**src/rtl/nvmc_map.svh**
```systemverilog
// offsets, field positions, reset values and timing counts of the nvm command block
`ifndef NVMC_MAP_SVH
`define NVMC_MAP_SVH

// register byte offsets
`define NVMC_OFF_CLKDIV 8'h00
`define NVMC_OFF_STATUS 8'h01
`define NVMC_OFF_INDEX 8'h02
`define NVMC_OFF_INTST 8'h03
`define NVMC_OFF_INTMASK 8'h04
`define NVMC_OFF_PROTECT 8'h05
`define NVMC_OFF_PARAM 8'h10
`define NVMC_OFF_PARAM_END 8'h1B

// divider register fields
`define NVMC_DIV_LOADED_BIT 7
`define NVMC_DIV_LOCK_BIT 6
`define NVMC_DIV_RESET 6'h00

// command status register fields
`define NVMC_ST_COMMAND_COMPLETE_FLAG_BIT 7
`define NVMC_ST_ACCESS_ERROR_FLAG_BIT 5
`define NVMC_ST_PROTECTION_VIOLATION_FLAG_BIT 4
`define NVMC_ST_MGS1_BIT 1
`define NVMC_ST_MGS0_BIT 0

// interrupt status and mask fields
`define NVMC_INT_DONE_BIT 0
`define NVMC_INT_ACC_BIT 1
`define NVMC_INT_PV_BIT 2
`define NVMC_INT_RESET 3'h0

// other reset values
`define NVMC_IDX_RESET 3'h0
`define NVMC_PROT_RESET 4'h0

// command codes and index limits
`define NVMC_CMD_PROGRAM 8'h11
`define NVMC_CMD_ERASE 8'h12
`define NVMC_IDX_PROG_MIN 3'h2
`define NVMC_IDX_PROG_MAX 3'h5
`define NVMC_IDX_ERASE 3'h1
`define NVMC_WORD_FIRST_DATA 3'h2

// eeprom window, sector of four bytes
`define NVMC_EE_BASE 24'h100000
`define NVMC_EE_LAST 24'h1003FF
`define NVMC_SECTOR_MASK 24'hFFFFFC
`define NVMC_WORD_STEP 24'h000002

// timing, in microseconds of the 1 MHz tick
`define NVMC_TICK_MHZ 1
`define NVMC_ERASE_TIME_US 20
`define NVMC_PROG_TIME_US 40
`define NVMC_ERASE_TICKS 8'(`NVMC_ERASE_TIME_US * `NVMC_TICK_MHZ)
`define NVMC_PROG_TICKS 8'(`NVMC_PROG_TIME_US * `NVMC_TICK_MHZ)

`endif

```
**src/rtl/nvmc_pkg.sv**
```systemverilog
// types of the nvm command block
package nvmc_pkg;

	// command sequencer states
	typedef enum logic [3:0] {
		ST_IDLE,
		ST_FETCH0,
		ST_FETCH1,
		ST_GETLO,
		ST_CHECK,
		ST_ERASE,
		ST_PFETCH,
		ST_PLOAD,
		ST_PROG,
		ST_VERIFY,
		ST_VWAIT,
		ST_DONE
	} nvmc_state_t;

	// whole state of the top module
	typedef struct packed {
		nvmc_state_t st;
		logic [5:0] dividerValue;
		logic dividerLock;
		logic dividerLoaded;
		logic [5:0] divCnt;
		logic tick;
		logic command_complete_flag;
		logic access_error_flag;
		logic protViol;
		logic verErr;
		logic verUnc;
		logic [2:0] paramIdx;
		logic [3:0] protect;
		logic [2:0] intSt;
		logic [2:0] intMask;
		logic irq;
		logic rdMem;
		logic rdLow;
		logic [7:0] rdReg;
		logic [7:0] cmd;
		logic [23:0] addr;
		logic [23:0] lastAddr;
		logic [2:0] wordPtr;
		logic [7:0] tickLeft;
		logic arrErase;
		logic arrProg;
		logic arrVerify;
		logic [23:0] arrAddr;
		logic [15:0] arrData;
	} nvmc_regs_t;

	// state of the parameter memory
	typedef struct packed {
		logic [5:0][15:0] words;
		logic [15:0] busQ;
		logic [15:0] ctrlQ;
	} nvmc_ram_t;

endpackage

```
**src/rtl/nvmc_param_ram.sv**
```systemverilog
// six-word parameter memory with byte writes and two registered read ports
`timescale 1ns/100ps
module nvmc_param_ram (
	// clock and reset
	input wire logic mclk,
	input wire logic reset,
	// byte write port
	input wire logic writeEn,
	input wire logic [2:0] writeWord,
	input wire logic writeHigh,
	input wire logic [7:0] writeByte,
	// bus read port
	input wire logic [2:0] busWord,
	output logic [15:0] busData,
	// sequencer read port
	input wire logic [2:0] ctrlWord,
	output logic [15:0] ctrlData
);
	nvmc_pkg::nvmc_ram_t r;
	nvmc_pkg::nvmc_ram_t n;

	// byte lanes written separately, reads always registered
	always_comb begin
		n = r;
		for (int i = 0; i < 6; i++) begin
			if (writeEn && writeWord == 3'(i)) begin
				if (writeHigh) begin
					n.words[i][15:8] = writeByte;
				end else begin
					n.words[i][7:0] = writeByte;
				end
			end
		end
		// out-of-range words read as zero
		n.busQ = (busWord < 3'h6) ? r.words[busWord] : 16'h0000;
		n.ctrlQ = (ctrlWord < 3'h6) ? r.words[ctrlWord] : 16'h0000;
	end

	// register the copy
	always_ff @(posedge mclk) begin
		if (reset) begin
			r <= '0;
		end else begin
			r <= n;
		end
	end

	assign busData = r.busQ;
	assign ctrlData = r.ctrlQ;
endmodule // nvmc_param_ram

```
**src/rtl/nvmc_top.sv**
```systemverilog
// nvm clock divider, parameter array and eeprom program / erase sequencer
//
// The implementer's own choices: the address map and strobed register access.
`timescale 1ns/100ps
`include "nvmc_map.svh"
module nvmc_top (
	// clock and reset
	input wire logic mclk,
	input wire logic reset,
	// register port
	input wire logic [7:0] busAddr,
	input wire logic [7:0] busWdata,
	input wire logic busWrite,
	input wire logic busRead,
	output logic [7:0] busRdata,
	// mode
	input wire logic cmdAllowedMode,
	// memory array side
	output logic arrayErase,
	output logic arrayProgram,
	output logic arrayVerify,
	output logic [23:0] arrayAddr,
	output logic [15:0] arrayWdata,
	input wire logic verifyError,
	input wire logic verifyUncorrectable,
	// status outputs
	output logic nvmTick,
	output logic commandCompleteFlag,
	output logic irq
);
	nvmc_pkg::nvmc_regs_t r;
	nvmc_pkg::nvmc_regs_t n;

	// parameter memory wiring
	logic paramHit;
	logic [7:0] paramOff;
	logic [2:0] ctrlWord;
	logic [15:0] memBus;
	logic [15:0] memCtrl;
	// launch-time checks
	logic isProg;
	logic isErase;
	logic [2:0] idxLess2;
	logic [23:0] progLast;
	logic [23:0] sectStart;
	logic [23:0] sectLast;
	logic launchAcc;
	logic launchPv;
	// events of this cycle
	logic evDone;
	logic evAcc;
	logic evPv;

	// address inside the eeprom window
	function automatic logic inEeprom(input logic [23:0] a);
		inEeprom = (a >= `NVMC_EE_BASE) && (a <= `NVMC_EE_LAST);
	endfunction

	// protection quarter of an eeprom address
	function automatic logic [1:0] eeQuarter(input logic [23:0] a);
		logic [23:0] off;
		off = a - `NVMC_EE_BASE;
		eeQuarter = off[9:8];
	endfunction

	// byte address to parameter word
	assign paramOff = busAddr - `NVMC_OFF_PARAM;
	assign paramHit = (busAddr >= `NVMC_OFF_PARAM) && (busAddr <= `NVMC_OFF_PARAM_END);

	// sequencer read address follows the current state
	always_comb begin
		case (r.st)
			nvmc_pkg::ST_FETCH0: ctrlWord = 3'h0;
			nvmc_pkg::ST_FETCH1: ctrlWord = 3'h1;
			default: ctrlWord = r.wordPtr;
		endcase
	end

	// parameter words, written only while no command runs
	nvmc_param_ram u_ram (
		.mclk(mclk),
		.reset(reset),
		.writeEn(busWrite && paramHit && r.command_complete_flag),
		.writeWord(paramOff[3:1]),
		.writeHigh(~paramOff[0]),
		.writeByte(busWdata),
		.busWord(paramOff[3:1]),
		.busData(memBus),
		.ctrlWord(ctrlWord),
		.ctrlData(memCtrl)
	);

	// error decoding on the fetched command
	assign isProg = (r.cmd == `NVMC_CMD_PROGRAM);
	assign isErase = (r.cmd == `NVMC_CMD_ERASE);
	assign idxLess2 = r.paramIdx - `NVMC_WORD_FIRST_DATA;
	// last programmed word: one word per index step above word 2
	assign progLast = r.addr + {20'h00000, idxLess2, 1'b0};
	assign sectStart = r.addr & `NVMC_SECTOR_MASK;
	// last word of the sector: start with the in-sector word bits set, byte bit clear
	assign sectLast = sectStart | (~`NVMC_SECTOR_MASK & ~(`NVMC_WORD_STEP - 24'h000001));

	always_comb begin
		// command unknown or not allowed in this mode
		launchAcc = !(isProg || isErase) || !cmdAllowedMode;
		// start address outside the window, or odd
		if (!inEeprom(r.addr) || r.addr[0]) begin
			launchAcc = 1'b1;
		end
		if (isProg) begin
			if (r.paramIdx < `NVMC_IDX_PROG_MIN || r.paramIdx > `NVMC_IDX_PROG_MAX) begin
				launchAcc = 1'b1;
			end else if (!inEeprom(progLast)) begin
				launchAcc = 1'b1;
			end
		end
		launchAcc = launchAcc | (isErase && r.paramIdx != `NVMC_IDX_ERASE);
		// protection judged only on addresses already in range
		launchPv = r.protect[eeQuarter(r.addr)];
		if (isProg && inEeprom(progLast)) begin
			launchPv = launchPv | r.protect[eeQuarter(progLast)];
		end
		launchPv = launchPv & !launchAcc;
	end

	// next-state logic
	always_comb begin
		n = r;
		evDone = 1'b0;
		evAcc = 1'b0;
		evPv = 1'b0;
		n.arrVerify = 1'b0;

		// divide the bus clock by value plus one; no range check on the result
		if (r.divCnt >= r.dividerValue) begin
			n.divCnt = 6'h00;
			n.tick = 1'b1;
		end else begin
			n.divCnt = r.divCnt + 6'h01;
			n.tick = 1'b0;
		end

		// register writes
		if (busWrite) begin
			case (busAddr)
				`NVMC_OFF_CLKDIV: begin
					// a write while busy is taken as is, software avoids it
					n.dividerLoaded = 1'b1;
					if (!r.dividerLock) begin
						n.dividerValue = busWdata[5:0];
						n.dividerLock = busWdata[`NVMC_DIV_LOCK_BIT];
					end
				end
				`NVMC_OFF_STATUS: begin
					// errors clear by writing one
					n.access_error_flag = r.access_error_flag & !busWdata[`NVMC_ST_ACCESS_ERROR_FLAG_BIT];
					n.protViol = r.protViol & !busWdata[`NVMC_ST_PROTECTION_VIOLATION_FLAG_BIT];
					// launch needs both old errors cleared beforehand
					if (busWdata[`NVMC_ST_COMMAND_COMPLETE_FLAG_BIT] && r.command_complete_flag && !r.access_error_flag
						&& !r.protViol && r.st == nvmc_pkg::ST_IDLE) begin
						n.command_complete_flag = 1'b0;
						n.verErr = 1'b0;
						n.verUnc = 1'b0;
						n.st = nvmc_pkg::ST_FETCH0;
					end
				end
				`NVMC_OFF_INDEX: begin
					n.paramIdx = r.command_complete_flag ? busWdata[2:0] : r.paramIdx;
				end
				`NVMC_OFF_INTMASK: n.intMask = busWdata[2:0];
				`NVMC_OFF_PROTECT: begin
					n.protect = r.command_complete_flag ? busWdata[3:0] : r.protect;
				end
				default: begin
					// parameter bytes go to the memory, others ignored
				end
			endcase
		end

		// reads: data in the following cycle only
		n.rdMem = busRead && paramHit;
		n.rdLow = paramOff[0];
		n.rdReg = 8'h00;
		if (busRead) begin
			case (busAddr)
				`NVMC_OFF_CLKDIV: begin
					n.rdReg = {r.dividerLoaded, r.dividerLock, r.dividerValue};
				end
				`NVMC_OFF_STATUS: begin
					n.rdReg[`NVMC_ST_COMMAND_COMPLETE_FLAG_BIT] = r.command_complete_flag;
					n.rdReg[`NVMC_ST_ACCESS_ERROR_FLAG_BIT] = r.access_error_flag;
					n.rdReg[`NVMC_ST_PROTECTION_VIOLATION_FLAG_BIT] = r.protViol;
					n.rdReg[`NVMC_ST_MGS1_BIT] = r.verErr;
					n.rdReg[`NVMC_ST_MGS0_BIT] = r.verUnc;
				end
				`NVMC_OFF_INDEX: n.rdReg = {5'h00, r.paramIdx};
				`NVMC_OFF_INTST: begin
					n.rdReg = {5'h00, r.intSt};
					// read clears; events below still win
					n.intSt = 3'h0;
				end
				`NVMC_OFF_INTMASK: n.rdReg = {5'h00, r.intMask};
				`NVMC_OFF_PROTECT: n.rdReg = {4'h0, r.protect};
				default: n.rdReg = 8'h00;
			endcase
		end

		// command sequencer
		case (r.st)
			nvmc_pkg::ST_IDLE: begin
				// waiting for launch
			end
			nvmc_pkg::ST_FETCH0: n.st = nvmc_pkg::ST_FETCH1;
			nvmc_pkg::ST_FETCH1: begin
				// word 0: code and address high byte
				n.cmd = memCtrl[15:8];
				n.addr[23:16] = memCtrl[7:0];
				n.st = nvmc_pkg::ST_GETLO;
			end
			nvmc_pkg::ST_GETLO: begin
				// word 1: address low half
				n.addr[15:0] = memCtrl;
				n.st = nvmc_pkg::ST_CHECK;
			end
			nvmc_pkg::ST_CHECK: begin
				if (launchAcc || launchPv) begin
					// no array activity on a bad launch
					evAcc = launchAcc;
					evPv = launchPv;
					n.st = nvmc_pkg::ST_DONE;
				end else if (isErase) begin
					// whole sector erased, then each word verified
					n.arrAddr = sectStart;
					n.lastAddr = sectLast;
					n.arrErase = 1'b1;
					n.tickLeft = `NVMC_ERASE_TICKS;
					n.st = nvmc_pkg::ST_ERASE;
				end else begin
					n.arrAddr = r.addr;
					n.lastAddr = progLast;
					n.wordPtr = `NVMC_WORD_FIRST_DATA;
					n.st = nvmc_pkg::ST_PFETCH;
				end
			end
			nvmc_pkg::ST_ERASE: begin
				// erase pulse timed in divider ticks
				if (r.tick) begin
					n.tickLeft = r.tickLeft - 8'h01;
					if (r.tickLeft <= 8'h01) begin
						n.arrErase = 1'b0;
						n.arrAddr = r.arrAddr & `NVMC_SECTOR_MASK;
						n.st = nvmc_pkg::ST_VERIFY;
					end
				end
			end
			nvmc_pkg::ST_PFETCH: n.st = nvmc_pkg::ST_PLOAD;
			nvmc_pkg::ST_PLOAD: begin
				n.arrData = memCtrl;
				n.arrProg = 1'b1;
				n.tickLeft = `NVMC_PROG_TICKS;
				n.st = nvmc_pkg::ST_PROG;
			end
			nvmc_pkg::ST_PROG: begin
				if (r.tick) begin
					n.tickLeft = r.tickLeft - 8'h01;
					if (r.tickLeft <= 8'h01) begin
						n.arrProg = 1'b0;
						if (r.wordPtr >= r.paramIdx) begin
							// all words written, verify from the start
							n.arrAddr = r.addr;
							n.st = nvmc_pkg::ST_VERIFY;
						end else begin
							n.wordPtr = r.wordPtr + 3'h1;
							n.arrAddr = r.arrAddr + `NVMC_WORD_STEP;
							n.st = nvmc_pkg::ST_PFETCH;
						end
					end
				end
			end
			nvmc_pkg::ST_VERIFY: begin
				n.arrVerify = 1'b1;
				n.st = nvmc_pkg::ST_VWAIT;
			end
			nvmc_pkg::ST_VWAIT: begin
				// result sampled while the verify strobe is high
				n.verErr = r.verErr | verifyError | verifyUncorrectable;
				n.verUnc = r.verUnc | verifyUncorrectable;
				if (r.arrAddr >= r.lastAddr) begin
					n.st = nvmc_pkg::ST_DONE;
				end else begin
					n.arrAddr = r.arrAddr + `NVMC_WORD_STEP;
					n.st = nvmc_pkg::ST_VERIFY;
				end
			end
			nvmc_pkg::ST_DONE: begin
				n.command_complete_flag = 1'b1;
				evDone = 1'b1;
				n.st = nvmc_pkg::ST_IDLE;
			end
			default: n.st = nvmc_pkg::ST_IDLE;
		endcase

		// hardware sets win over software clears
		n.access_error_flag = n.access_error_flag | evAcc;
		n.protViol = n.protViol | evPv;
		n.intSt[`NVMC_INT_DONE_BIT] = n.intSt[`NVMC_INT_DONE_BIT] | evDone;
		n.intSt[`NVMC_INT_ACC_BIT] = n.intSt[`NVMC_INT_ACC_BIT] | evAcc;
		n.intSt[`NVMC_INT_PV_BIT] = n.intSt[`NVMC_INT_PV_BIT] | evPv;
		n.irq = |(n.intSt & n.intMask);
	end

	// register the copy; lock and loaded clear only here
	always_ff @(posedge mclk) begin
		if (reset) begin
			r <= '0;
			r.st <= nvmc_pkg::ST_IDLE;
			r.dividerValue <= `NVMC_DIV_RESET;
			r.command_complete_flag <= 1'b1;
			r.paramIdx <= `NVMC_IDX_RESET;
			r.protect <= `NVMC_PROT_RESET;
			r.intMask <= `NVMC_INT_RESET;
			r.intSt <= `NVMC_INT_RESET;
		end else begin
			r <= n;
		end
	end

	// outputs; read data muxed between two registered sources
	assign busRdata = r.rdMem ? (r.rdLow ? memBus[7:0] : memBus[15:8]) : r.rdReg;
	assign arrayErase = r.arrErase;
	assign arrayProgram = r.arrProg;
	assign arrayVerify = r.arrVerify;
	assign arrayAddr = r.arrAddr;
	assign arrayWdata = r.arrData;
	assign nvmTick = r.tick;
	assign commandCompleteFlag = r.command_complete_flag;
	assign irq = r.irq;
endmodule // nvmc_top

```
**config.mk**
```make
export PLATFORM = sky130hd
export DESIGN_NAME = nvmc_top
export DESIGN_NICKNAME = d
export VERILOG_FILES = /design/src/rtl/nvmc_pkg.sv /design/src/rtl/nvmc_param_ram.sv /design/src/rtl/nvmc_top.sv
export VERILOG_INCLUDE_DIRS = /design/src /design/src/rtl
export SDC_FILE = /design/constraint.sdc
export NUM_CORES = 1
export LEC_CHECK = 0
export BUFFER_PORTS_ARGS = -buffer_cell sky130_fd_sc_hd__buf_2
export CELL_PAD_IN_SITES_DETAIL_PLACEMENT = 0
export CELL_PAD_IN_SITES_GLOBAL_PLACEMENT = 1
export CORE_UTILIZATION = 50
export CTS_CLUSTER_SIZE = 40
export DETAILED_ROUTE_END_ITERATION = 12
export PLACE_DENSITY_LB_ADDON = 0.1
export SLEW_MARGIN = 20
export SYNTH_ARGS = -nofsm -noshare
export SYNTH_HDL_FRONTEND = slang
export SYNTH_SLANG_ARGS = --single-unit
export TNS_END_PERCENT = 1
```
**constraint.sdc**
```tcl
create_clock -name mclk -period 10 [get_ports mclk]
set_clock_uncertainty 0.05 [all_clocks]
set_input_delay 2 -clock mclk [delete_from_list [all_inputs] [get_ports mclk]]
set_output_delay 2 -clock mclk [all_outputs]
set_load 0.005 [all_outputs]
```
==> metrics.md, run 1 <==
| Metric | Value |
|---|---|
| Worst-path maximum fanout | 12 |
| Post-Synthesis Cells | 1807 |
| WL per Instance | around 20 um |
| Most used DFF post-synth | dfxtp_1 |
| Layout cells sized above 1 | 0.119 |
| Via/cell ratio | 5.95 |
| Async SR Flop Fraction | 0 |
| Max-slew headroom | 0.266 |
| Hold Path Class | reg -> reg |
| Clk_lat worst skew | 520 ps |
| Initial Util | 0.511 |
| Post-synth EDFFs | 0 |
| Worst slew pin tran | 1100 ps |
| Top-count cell post-synth | nand2_1 |
| Ant. Diodes | 0 |
| FMAX | about 0.21 GHz |
| DP Wirelength | 31.0 mm |
| Root Buffer | clkbuf_16 |
| Final Max Tran Viols | 0 |
| Die Span Y | about 170 um |
| Share of the synthesized area in the top cell type | 0.388 |
| Run status | complete, no violations |
| Setup Slack @ Placement | 5120 ps |
| Num ports | 77 |
| DR vias | 13000 |
| Fillers | 2720 |
| NumNets Final | 1850 |
| Util after Layout | 0.561 |
| Worst-path cell chain | inv_1, ha_1, inv_1, ha_1, a21oi_1, nor3_1, xnor2_1, mux4_2, and3_4, a21oi_1, a31oi_1, mux2_2 |
| Post-cts sizing count | 0 |
| Max incr delay on CP | 860 ps |
| Yosys warning total | 0 |
| Area contributors post-synth | dfxtp_1, nand2_1, mux2i_1 |
| Worst vdd ir | 0.102 mV |
| Max-Cap Viols | 0 |
| Final setup violation count | 0 |
| Startpoint types | register |
| Initial antenna violation count | 0 |
| RSZ-0062 raised after global routing | no |
| Synth Cell Area | roughly 0.015 mm2 |
| Rows | 62 |
| Starting DRT DRC Count | 1212 |
| Drt total wl | 44.5 mm |
| Fin crit share | 0.466 |
| DRT antenna net count | 0 |
| Clock Tree Buf Depth | 3 |
| Delay-heaviest family, CP | compound AO/OA/AOI/OAI gates |
| Gr ovfl total | 0 |
| Sequential area share after synthesis | 0.388 |
| Area leader, netlist | dfxtp_1 |
| Kind of critical path | reg -> reg |
| Sink Count | 286 |
| Pin count of the biggest net entering global routing | 99 |
| Die area | approximately 0.030 mm2 |
| CTS tree | built |
| Yosys cell types | about 80 |
| Leak | about 6 nW |
| Syn Area/Cell | 8.16 um2 |
| Required @ worst endpoint | 10350 ps |
| PD cells | between 150 and 200 mW/mm2 |
| All-layer global routing usage | 0.293 |
| FF+latch count, synth | ~290 |
| Postcts setup bufs | 0 |
| Sequential cell area | roughly 0.0057 mm2 |
| Critical path capture point type | register |
| Core area | 0.0289 mm2 |
| CP max-delay cell | a21oi_1 |
| # DRC | 0 |
| First-pass GRT wire length | 70.4 mm |
| Clock-pin transition on the worst setup and hold timing paths | about 60 ps |
| Worst Path Arrival | 5010 ps |
| Footprint of the multi-input gates | 0.00810 mm2 |
| Final worst setup slack | 5340 ps |
| Sum Neg Setup Slack | 0 ps |
| # port buffers | 76 |
| GPL Wtd Cong | 0.942 |
| Critical path buffers and inverters | 2 |
| Fin crit period | 4660 ps |
| Fin. Hold Viols | 0 |
| Cts hold-fix bufs | 0 |
| Net Count, Synth | ~1900 |
| Area grow syn2layout | 9.77% |
| Synth top cells by count | nand2_1, dfxtp_1, nor2_1 |
| TritonCTS Buffers | 34 |
| Number of global-route vias before repair | 12200 |
| Drt first pass iters | 5 |
| Worst hold slack | 396 ps |
| Htree depth | 2 |
| Die Span X | 174 um |
-- logic make-up (layout without fill, tap and decap cells) --
family / count (synthesis) / in the layout / synth area share
mux: 134 / 134 / 0.108
fa+ha+maj: 45 / 45 / 0.0387
compound gates: 368 / 368 / 0.160
buf+inv: 207 / 207 / 0.0645
simple gates: 734 / 734 / 0.220
flops: 286 / 286 / 0.388
xor+xnor: 33 / 33 / 0.0201
-- worst min-delay path, stage by stage (launching register included) --
cell and delay [ps]:
dfxtp_1 290, inv_1 60, nor3_1 50
-- path summary, 6_finish.rpt --
check              start    end  slack (ps)  cells past startpoint
setup / recovery  r[132]  r[51]        5340                     12
setup reg to reg  r[132]  r[51]        5340                     12
hold reg to reg    r[75]  r[75]         400                      2
hold / removal     r[75]  r[75]         400                      2
-- state kept, by name, indices dropped and copies added (netlist names) --
| name | cells |
|---|---|
| arrayAddr | 24 |
| irq | 1 |
| nvmTick | 1 |
| u_ram.ctrlData | 16 |
| u_ram.r | 96 |
| r | 112 |
| commandCompleteFlag | 1 |
| arrayWdata | 16 |
| u_ram.busData | 16 |
| arrayVerify | 1 |
| arrayErase | 1 |
| arrayProgram | 1 |
-- where the power goes --
part           switching, W  internal, W  leakage, nW
Clock              0.000498     0.000788        0.581
Sequential       0.00000202      0.00114         2.30
Combinational     0.0000500    0.0000143         3.27
Total              0.000550      0.00194         6.16
-- per-layer routing --
layer,global-route usage,routed length (um)
met5,0,0
met1,0.433,20800
met2,0.449,19800
met4,0.0811,886
met3,0.0336,3110
-- placed cells by master, fill, tap and decap left out, drive strengths merged, types with 13 or more instances in the layout --
cell type,n
nand2,309
dfxtp,286
nor2,216
a21oi,149
mux2i,98
buf,93
nand3,69
inv,54
o21ai,49
ha,44
a22oi,42
clkbuf,41
nor3,38
a211oi,25
xnor2,20
a32oi,19
mux4,18
mux2,18
nand4,17
nand2b,16
nor4,15
a31oi,14
xor2,13
clkinv,13
-- area by class of cell --
| class | instances | area share |
|---|---|---|
| inverter | 53 | 0.0123 |
| multi-input combinational | 1314 | 0.501 |
| clock inverter | 20 | 0.0155 |
| tap | 384 | 0.0297 |
| clock buffer | 41 | 0.0566 |
| timing repair buffer | 93 | 0.0318 |
| sequential | 286 | 0.354 |
-- stage by stage --
stage	cells	area (um2)	power (W)
2_1_floorplan	1807	14700	0.00121
3_3_place_gp	2130	15000	0.00123
3_5_place_dp	2130	15000	0.00123
4_1_cts	2191	16200	0.00252
5_1_grt	2191	16200	0.00257
6_report	2191	16200	0.00249
(Power assumes the default switching activity.)
==> run 2, diff against run 1 <==
ABC_AREA = 1   (was not set)
CORE_UTILIZATION = 45   (was 50)
clock period = 4.8 ns   (was 10 ns; I/O delays follow)
==> metrics.md, run 2 <==
| Metric | Value |
|---|---|
| Delay-heaviest family, CP | simple AND/OR/NAND/NOR gates (was compound AO/OA/AOI/OAI gates) |
| Initial Util | 0.458 (was 0.511) |
| Die Span X | 181 um (was 174 um) |
| Clock-pin transition on the worst setup and hold timing paths | 60 ps (about the same) |
| Startpoint types | register (unchanged) |
| CP max-delay cell | nor2_2 (was a21oi_1) |
| Htree depth | 2 (unchanged) |
| Sequential area share after synthesis | 0.396 (was 0.388) |
| Critical path buffers and inverters | 4 (was 2) |
| Critical path capture point type | register (unchanged) |
| PD cells | 322 mW/mm2 (was 154 mW/mm2) |
| Final setup violation count | 0 (unchanged) |
| Net Count, Synth | 2132 (was 1875) |
| Leak | 6.29 nW (was 6.16 nW) |
| CTS tree | built (unchanged) |
| Drt total wl | 46.2 mm (was 44.5 mm) |
| WL per Instance | 18.6 um (was 20.3 um) |
| Switch share | 0.226 (was 0.221) |
| Worst Path Arrival | 4150 ps (was 5010 ps) |
| Worst vdd ir | 0.261 mV (was 0.102 mV) |
| Source of the worst register-to-register timing path | r[132] (unchanged) |
| Worst-path maximum fanout | 18 (was 12) |
| Fillers | 3245 (was 2720) |
| Fin. Hold Viols | 0 (unchanged) |
| Post-Synthesis Cells | 2064 (was 1807) |
| Synth Cell Area | 0.0144 mm2 (was 0.0147 mm2) |
| Die Span Y | 181 um (was 174 um) |
| Initial antenna violation count | 0 (unchanged) |
| DR vias | 13700 (was 13000) |
| Crit-path most repeated cell | nand2_1 |
| Async SR Flop Fraction | 0 (unchanged) |
| Run status | complete, no violations (unchanged) |
| First-pass GRT wire length | 71.7 mm (was 70.4 mm) |
| Hold Path End | r[70] (was r[75]) |
| Num ports | 77 (unchanged) |
| Required @ worst endpoint | 5110 ps (was 10350 ps) |
| Footprint of the multi-input gates | 0.00706 mm2 (was 0.00810 mm2) |
| Logic gate share of total power | 0.031 (was 0.026) |
| Postcts setup bufs | 0 (unchanged) |
| Syn Area/Cell | 7.00 um2 (was 8.16 um2) |
| HP Start | r[70] (was r[75]) |
| Sequential cell area | 0.00573 mm2 (unchanged) |
| Worst-path cell chain | inv_1, ha_1, inv_1, ha_1, nand3_1, nand2_1, nand2_2, nor2_4, nand2_1, nand2_1, nand2_1, nor2_1, nand2_1, nor2_2, nand3_1, nand2_1, nand2_2, nor2_2, buf_4, inv_1, nand2_1, a21oi_1 (was inv_1, ha_1, inv_1, ha_1, a21oi_1, nor3_1, xnor2_1, mux4_2, and3_4, a21oi_1, a31oi_1, mux2_2) |
| NumNets Final | 2132 (was 1850) |
| Power Internal | 0.00398 W (was 0.00194 W) |
| Drt first pass iters | 5 (unchanged) |
| Clock Tree Buf Depth | 3 (unchanged) |
| Yosys cell types | 46 (was 82) |
| Root Buffer | clkbuf_16 (unchanged) |
| Max reg flops | 112 (unchanged) |
| FMAX | 0.260 GHz (was 0.214 GHz) |
| # DRC | 0 (unchanged) |
| Pin count of the biggest net entering global routing | 63 (was 99) |
| Fin crit share | 0.801 (was 0.466) |
| Sum Neg Setup Slack | 0 ps (unchanged) |
| Top reg by flops | r (unchanged) |
| All-layer global routing usage | 0.279 (was 0.293) |
| Kind of critical path | reg -> reg (unchanged) |
| # port buffers | 76 (unchanged) |
| Yosys warning total | 0 (unchanged) |
| Hold Path Class | reg -> reg (unchanged) |
| Starting DRT DRC Count | 1162 (was 1212) |
| Non-Filler Instances | 2488 (was 2191) |
| Number of global-route vias before repair | 12500 (was 12200) |
| Hold Path Stages | 2 (unchanged) |
| Area leader, netlist | dfxtp_1 (unchanged) |
| Max-Cap Viols | 0 (unchanged) |
| Share of the synthesized area in the top cell type | 0.396 (was 0.388) |
| Post-cts sizing count | 0 (unchanged) |
| GPL Wtd Cong | 0.942 (about the same) |
| Die area | 0.0328 mm2 (was 0.0302 mm2) |
| Gr ovfl total | 0 (unchanged) |
| Layout cells sized above 1 | 0.0834 (was 0.119) |
| R2R Path End | r[55] (was r[51]) |
| Commonest non-fill, non-tap cells in the layout | o21ai_0, dfxtp_1, nand2_1 (was nand2_1, dfxtp_1, nor2_1) |
| Placed insts | 2429 (was 2130) |
| Max-slew headroom | 0.386 (was 0.266) |
| TritonCTS Buffers | 35 (was 34) |
| Area grow syn2layout | 10.6% (was 9.77%) |
| Post-synth EDFFs | 0 (unchanged) |
| FF+latch count, synth | 286 (unchanged) |
| Clock share of power | 0.505 (was 0.516) |
| FF-to-FF path depth | 22 (was 12) |
| Final Max Tran Viols | 0 (unchanged) |
| NetSw | 0.00116 W (was 0.000550 W) |
| Reg power frac | 0.464 (was 0.458) |
| RSZ-0062 raised after global routing | no (unchanged) |
| Reg2Reg Setup Slack | 950 ps (was 5340 ps) |
| DRT antenna net count | 0 (unchanged) |
| Ant. Diodes | 0 (unchanged) |
| Core area | 0.0316 mm2 (was 0.0289 mm2) |
| Via/cell ratio | 5.52 (was 5.95) |
| Area contributors post-synth | dfxtp_1, o21ai_0, a21oi_1 (was dfxtp_1, nand2_1, mux2i_1) |
| Worst slew pin tran | 919 ps (was 1100 ps) |
| Max incr delay on CP | 490 ps (was 860 ps) |
| Synth top cells by count | dfxtp_1, o21ai_0, nand2_1 (was nand2_1, dfxtp_1, nor2_1) |
| Fin crit period | 3850 ps (was 4660 ps) |
| Cts hold-fix bufs | 0 (unchanged) |
| Clk_lat worst skew | 510 ps (was 520 ps) |
| Sink Count | 286 (unchanged) |
| DP Wirelength | 32.8 mm (was 31.0 mm) |
| Rows | 65 (was 62) |
| Most used DFF post-synth | dfxtp_1 (unchanged) |
==> run 2: power groups by stage <==
stage,Combinational [W],Sequential (W),Clock (W)
floorplan,0.0000949,0.00243,0
global placement,0.000158,0.00244,0
detailed placement,0.000158,0.00244,0
CTS,0.000159,0.00238,0.00264
global route,0.000175,0.00238,0.00274
finish,0.000160,0.00238,0.00260
==> run 2: worst reg2reg max path, stage by stage (launching register included) <==
cell and delay, ps:
dfxtp_1 330, inv_1 160, ha_1 330, inv_1 40, ha_1 350, nand3_1 90, nand2_1 250, nand2_2 160
nor2_4 140, nand2_1 60, nand2_1 60, nand2_1 50, nor2_1 80, nand2_1 70, nor2_2 130, nand3_1 80
nand2_1 70, nand2_2 130, nor2_2 490, buf_4 320, inv_1 110, nand2_1 80, a21oi_1 60
==> run 2: cell type report <==
cell class,instances,share of cell area
inverter,260,0.0613
clock inverter,8,0.00446
clock buffer,51,0.0656
sequential,286,0.358
timing repair buffer,103,0.0365
multi-input combinational,1378,0.442
tap,402,0.0315
==> run 2: logic make-up (layout without fill, tap and decap cells) <==
| logic type | count (synthesis) | after routing | share of synthesized area |
|---|---|---|---|
| DFF | 286 | 286 | 0.396 |
| and+or+nand+nor | 650 | 650 | 0.189 |
| xor gates and xnor gates | 30 | 30 | 0.0182 |
| adders and majority gates | 45 | 45 | 0.0395 |
| AOI/OAI and AO/OA | 653 | 653 | 0.241 |
| buffers and inverters | 400 | 422 | 0.116 |
==> run 2: stage by stage <==
| stage | cell area [um2] | power (W) | setup WS (ps) | hold WS [ps] | util |
|---|---|---|---|---|---|
| 6_report | 16000 | 0.00514 | 953 | 396 | 0.506 |
| 5_1_grt | 16000 | 0.00529 | 615 | 415 | 0.506 |
| 4_1_cts | 16000 | 0.00519 | 955 | 399 | 0.506 |
| 3_5_place_dp | 14900 | 0.00259 | 971 | 391 | 0.471 |
| 3_3_place_gp | 14900 | 0.00259 | 1080 | 389 | 0.471 |
| 2_1_floorplan | 14400 | 0.00253 | 1900 | 372 | - |
==> run 2: how the worst max path moves through the flow <==
stage               startpoint             to  slack [ps]  cells past startpoint
floorplan               r[132]  arrayAddr[18]        1900                     20
global placement        r[132]          r[55]        1080                     22
detailed placement      r[132]          r[55]         970                     22
CTS                     r[132]          r[55]         950                     22
global route            r[132]          r[55]         610                     22
finish                  r[132]          r[55]         950                     22
==> run 2: metal layers <==
layer	track usage	share of wire	vias to the layer above
met5	0	0	-
met4	0.0871	0.029	0
met3	0.0339	0.048	86
met2	0.464	0.47	392
met1	0.377	0.46	6392
li1	-	-	6854
==> run 3, diff against run 2 <==
CORE_UTILIZATION = 40   (was 45)
clock period = 3.1 ns   (was 4.8 ns; I/O delays follow)
==> metrics.md, run 3 (synthesized netlist as in run 2, its figures left out) <==
| Metric | Value |
|---|---|
| Sink Count | 286 (unchanged) |
| Initial antenna violation count | 0 (unchanged) |
| Worst vdd ir | 0.469 mV (was 0.261 mV) |
| Leak | 6.74 nW (was 6.29 nW) |
| Worst-path maximum fanout | 8 (was 18) |
| Layout cells sized above 1 | 0.126 (was 0.0834) |
| FMAX | 0.324 GHz (was 0.260 GHz) |
| Fin crit share | 0.997 (was 0.801) |
| Util after Layout | 0.476 (was 0.506) |
| Number of global-route vias before repair | 13000 (was 12500) |
| Setup Slack @ Placement | -32.7 ps (was 971 ps) |
| # DRC | 0 (unchanged) |
| Drt first pass iters | 5 (unchanged) |
| Final Max Tran Viols | 0 (unchanged) |
| TritonCTS Buffers | 36 (was 35) |
| Final worst setup slack | 9.76 ps (was 953 ps) |
| Most common cell after layout, fill and taps aside | o21ai_0 |
| Worst slew pin tran | 874 ps (was 919 ps) |
| Die area | 0.0369 mm2 (was 0.0328 mm2) |
| DP Wirelength | 34.8 mm (was 32.8 mm) |
| Startpoint types | register (unchanged) |
| Required @ worst endpoint | 3450 ps (was 5110 ps) |
| Root Buffer | clkbuf_16 (unchanged) |
| Rows | 69 (was 65) |
| Clock Tree Buf Depth | 3 (unchanged) |
| Fin crit period | 3090 ps (was 3850 ps) |
| Hold Path Class | in -> reg (was reg -> reg) |
| NumNets Final | 2198 (was 2132) |
| First-pass GRT wire length | 75.8 mm (was 71.7 mm) |
| Source of the worst register-to-register timing path | r[133] (was r[132]) |
| R2R Path End | arrayAddr[6] (was r[55]) |
| Reg2Reg Setup Slack | 10 ps (was 950 ps) |
| Hold Path End | r[134] (was r[70]) |
| GPL Wtd Cong | 0.873 (was 0.942) |
| All-layer global routing usage | 0.269 (was 0.279) |
| Ant. Diodes | 0 (unchanged) |
| Hold Path Stages | 3 (was 2) |
| Num ports | 77 (unchanged) |
| DRT antenna net count | 0 (unchanged) |
| Fillers | 3765 (was 3245) |
| Top reg by flops | r (unchanged) |
| FF-to-FF path depth | 22 (unchanged) |
| Max-slew headroom | 0.417 (was 0.386) |
| Non-Filler Instances | 2618 (was 2488) |
| Max-Cap Viols | 0 (unchanged) |
| Starting DRT DRC Count | 1102 (was 1162) |
| Placed insts | 2546 (was 2429) |
| # port buffers | 76 (unchanged) |
| Worst Path Arrival | 3440 ps (was 4150 ps) |
| Die Span X | 192 um (was 181 um) |
| Htree depth | 2 (unchanged) |
| PD cells | 498 mW/mm2 (was 322 mW/mm2) |
| Drt total wl | 49.7 mm (was 46.2 mm) |
| CTS tree | built (unchanged) |
| Clock-pin transition on the worst setup and hold timing paths | 50 ps (was 60 ps) |
| Die Span Y | 192 um (was 181 um) |
| RSZ-0062 raised after global routing | yes (was no) |
| Power Total | 0.00842 W (was 0.00514 W) |
| HP Start | verifyUncorrectable (was r[70]) |
| Max reg flops | 112 (unchanged) |
| Run status | complete, no violations (unchanged) |
| Fin. Hold Viols | 0 (unchanged) |
| Core area | 0.0356 mm2 (was 0.0316 mm2) |
| Worst hold slack | 304 ps (was 396 ps) |
| Commonest non-fill, non-tap cells in the layout | o21ai_0, dfxtp_1, nand2_1 (unchanged) |
| Final setup violation count | 0 (unchanged) |
| Area grow syn2layout | 17.1% (was 10.6%) |
| DR vias | 14000 (was 13700) |
| Clk_lat worst skew | 550 ps (was 510 ps) |
| WL per Instance | 19.0 um (was 18.6 um) |
| Initial Util | 0.406 (was 0.458) |
| Pin count of the biggest net entering global routing | 65 (was 63) |
| Kind of critical path | reg -> reg (unchanged) |
| Critical path capture point type | register (unchanged) |
| Via/cell ratio | 5.35 (was 5.52) |
| Worst Setup SP | r[133] (was r[132]) |
| Gr ovfl total | 0 (unchanged) |
-- run 3: cell types whose count changed in the layout (fill, tap and decap cells not counted), moves of 3 or more --
| cell | before | now |
|---|---|---|
| buf_6 | 0 | 4 |
| nor2_1 | 221 | 217 |
| buf_4 | 27 | 81 |
| clkbuf_16 | 37 | 40 |
| buf_12 | 0 | 4 |
| nand3_1 | 66 | 63 |
| bufinv_16 | 1 | 4 |
| nand2_4 | 0 | 4 |
| inv_1 | 251 | 248 |
| inv_2 | 1 | 4 |
| nand2_2 | 3 | 9 |
| clkbuf_8 | 7 | 10 |
| nand2_1 | 275 | 265 |
-- run 3: worst max-delay path, stage by stage, from the launching register on --
cell,delay (ps)
dfxtp_2,340
inv_2,50
ha_4,250
inv_2,40
ha_4,280
nand3_2,80
nand2_2,120
nand2_4,70
nor2_4,140
nand2_1,60
nand2_1,60
nand2_1,50
nor2_1,100
nand2_1,90
nor2_4,160
nand3_2,90
nand2_2,90
nand2_4,70
o21ai_4,220
nand3_4,180
clkbuf_16,230
nand2_1,50
a21oi_1,60
-- run 3: cell type report --
cell class	instances	area, um2	share of cell area
repair buffers	168	1190	0.0702
inverters	260	978	0.0578
well taps	461	577	0.0341
clock buffers	54	1090	0.0644
multi-input cells	1378	7190	0.425
flip-flops and latches	286	5730	0.338
clock inverters	11	166	0.00983
-- run 3: how the worst max path moves through the flow --
stage                    endpoint  slack [ps]  cells past startpoint
floorplan           arrayAddr[18]         200                     20
global placement            r[43]         -20                     20
detailed placement          r[43]         -30                     21
CTS                 arrayAddr[13]          40                     23
global route        arrayAddr[21]        -240                     22
finish               arrayAddr[6]          10                     22
-- run 3: power by group --
group / switching [W] / internal, W
registers: 0.00000733 / 0.00368
clock network: 0.00170 / 0.00277
logic: 0.000198 / 0.0000603
-- run 3: repair_timing --
action                                  4_1_cts  5_1_grt
pin swaps                                     0       11
cloned                                        0        4
endpoints found under the setup margin        8       68
setup buffers                                 0        3
gates resized for setup                       5       33
hold buffers                                  0        0
-- run 3: metal layers --
layer / vias to the layer above / GRT usage / share of wire
li1: 6990 / - / -
met1: 6546 / 0.361 / 0.45
met2: 386 / 0.445 / 0.47
met3: 77 / 0.0407 / 0.053
met4: 0 / 0.0806 / 0.025
met5: - / 0 / 0
-- run 3: metrics by stage --
step           cell area [um2]  setup TNS, ps
3_3_place_gp             15400          -24.2
4_1_cts                  16700              0
2_1_floorplan            14400              0
5_1_grt                  16900          -8220
6_report                 16900              0
3_5_place_dp             15400          -71.6
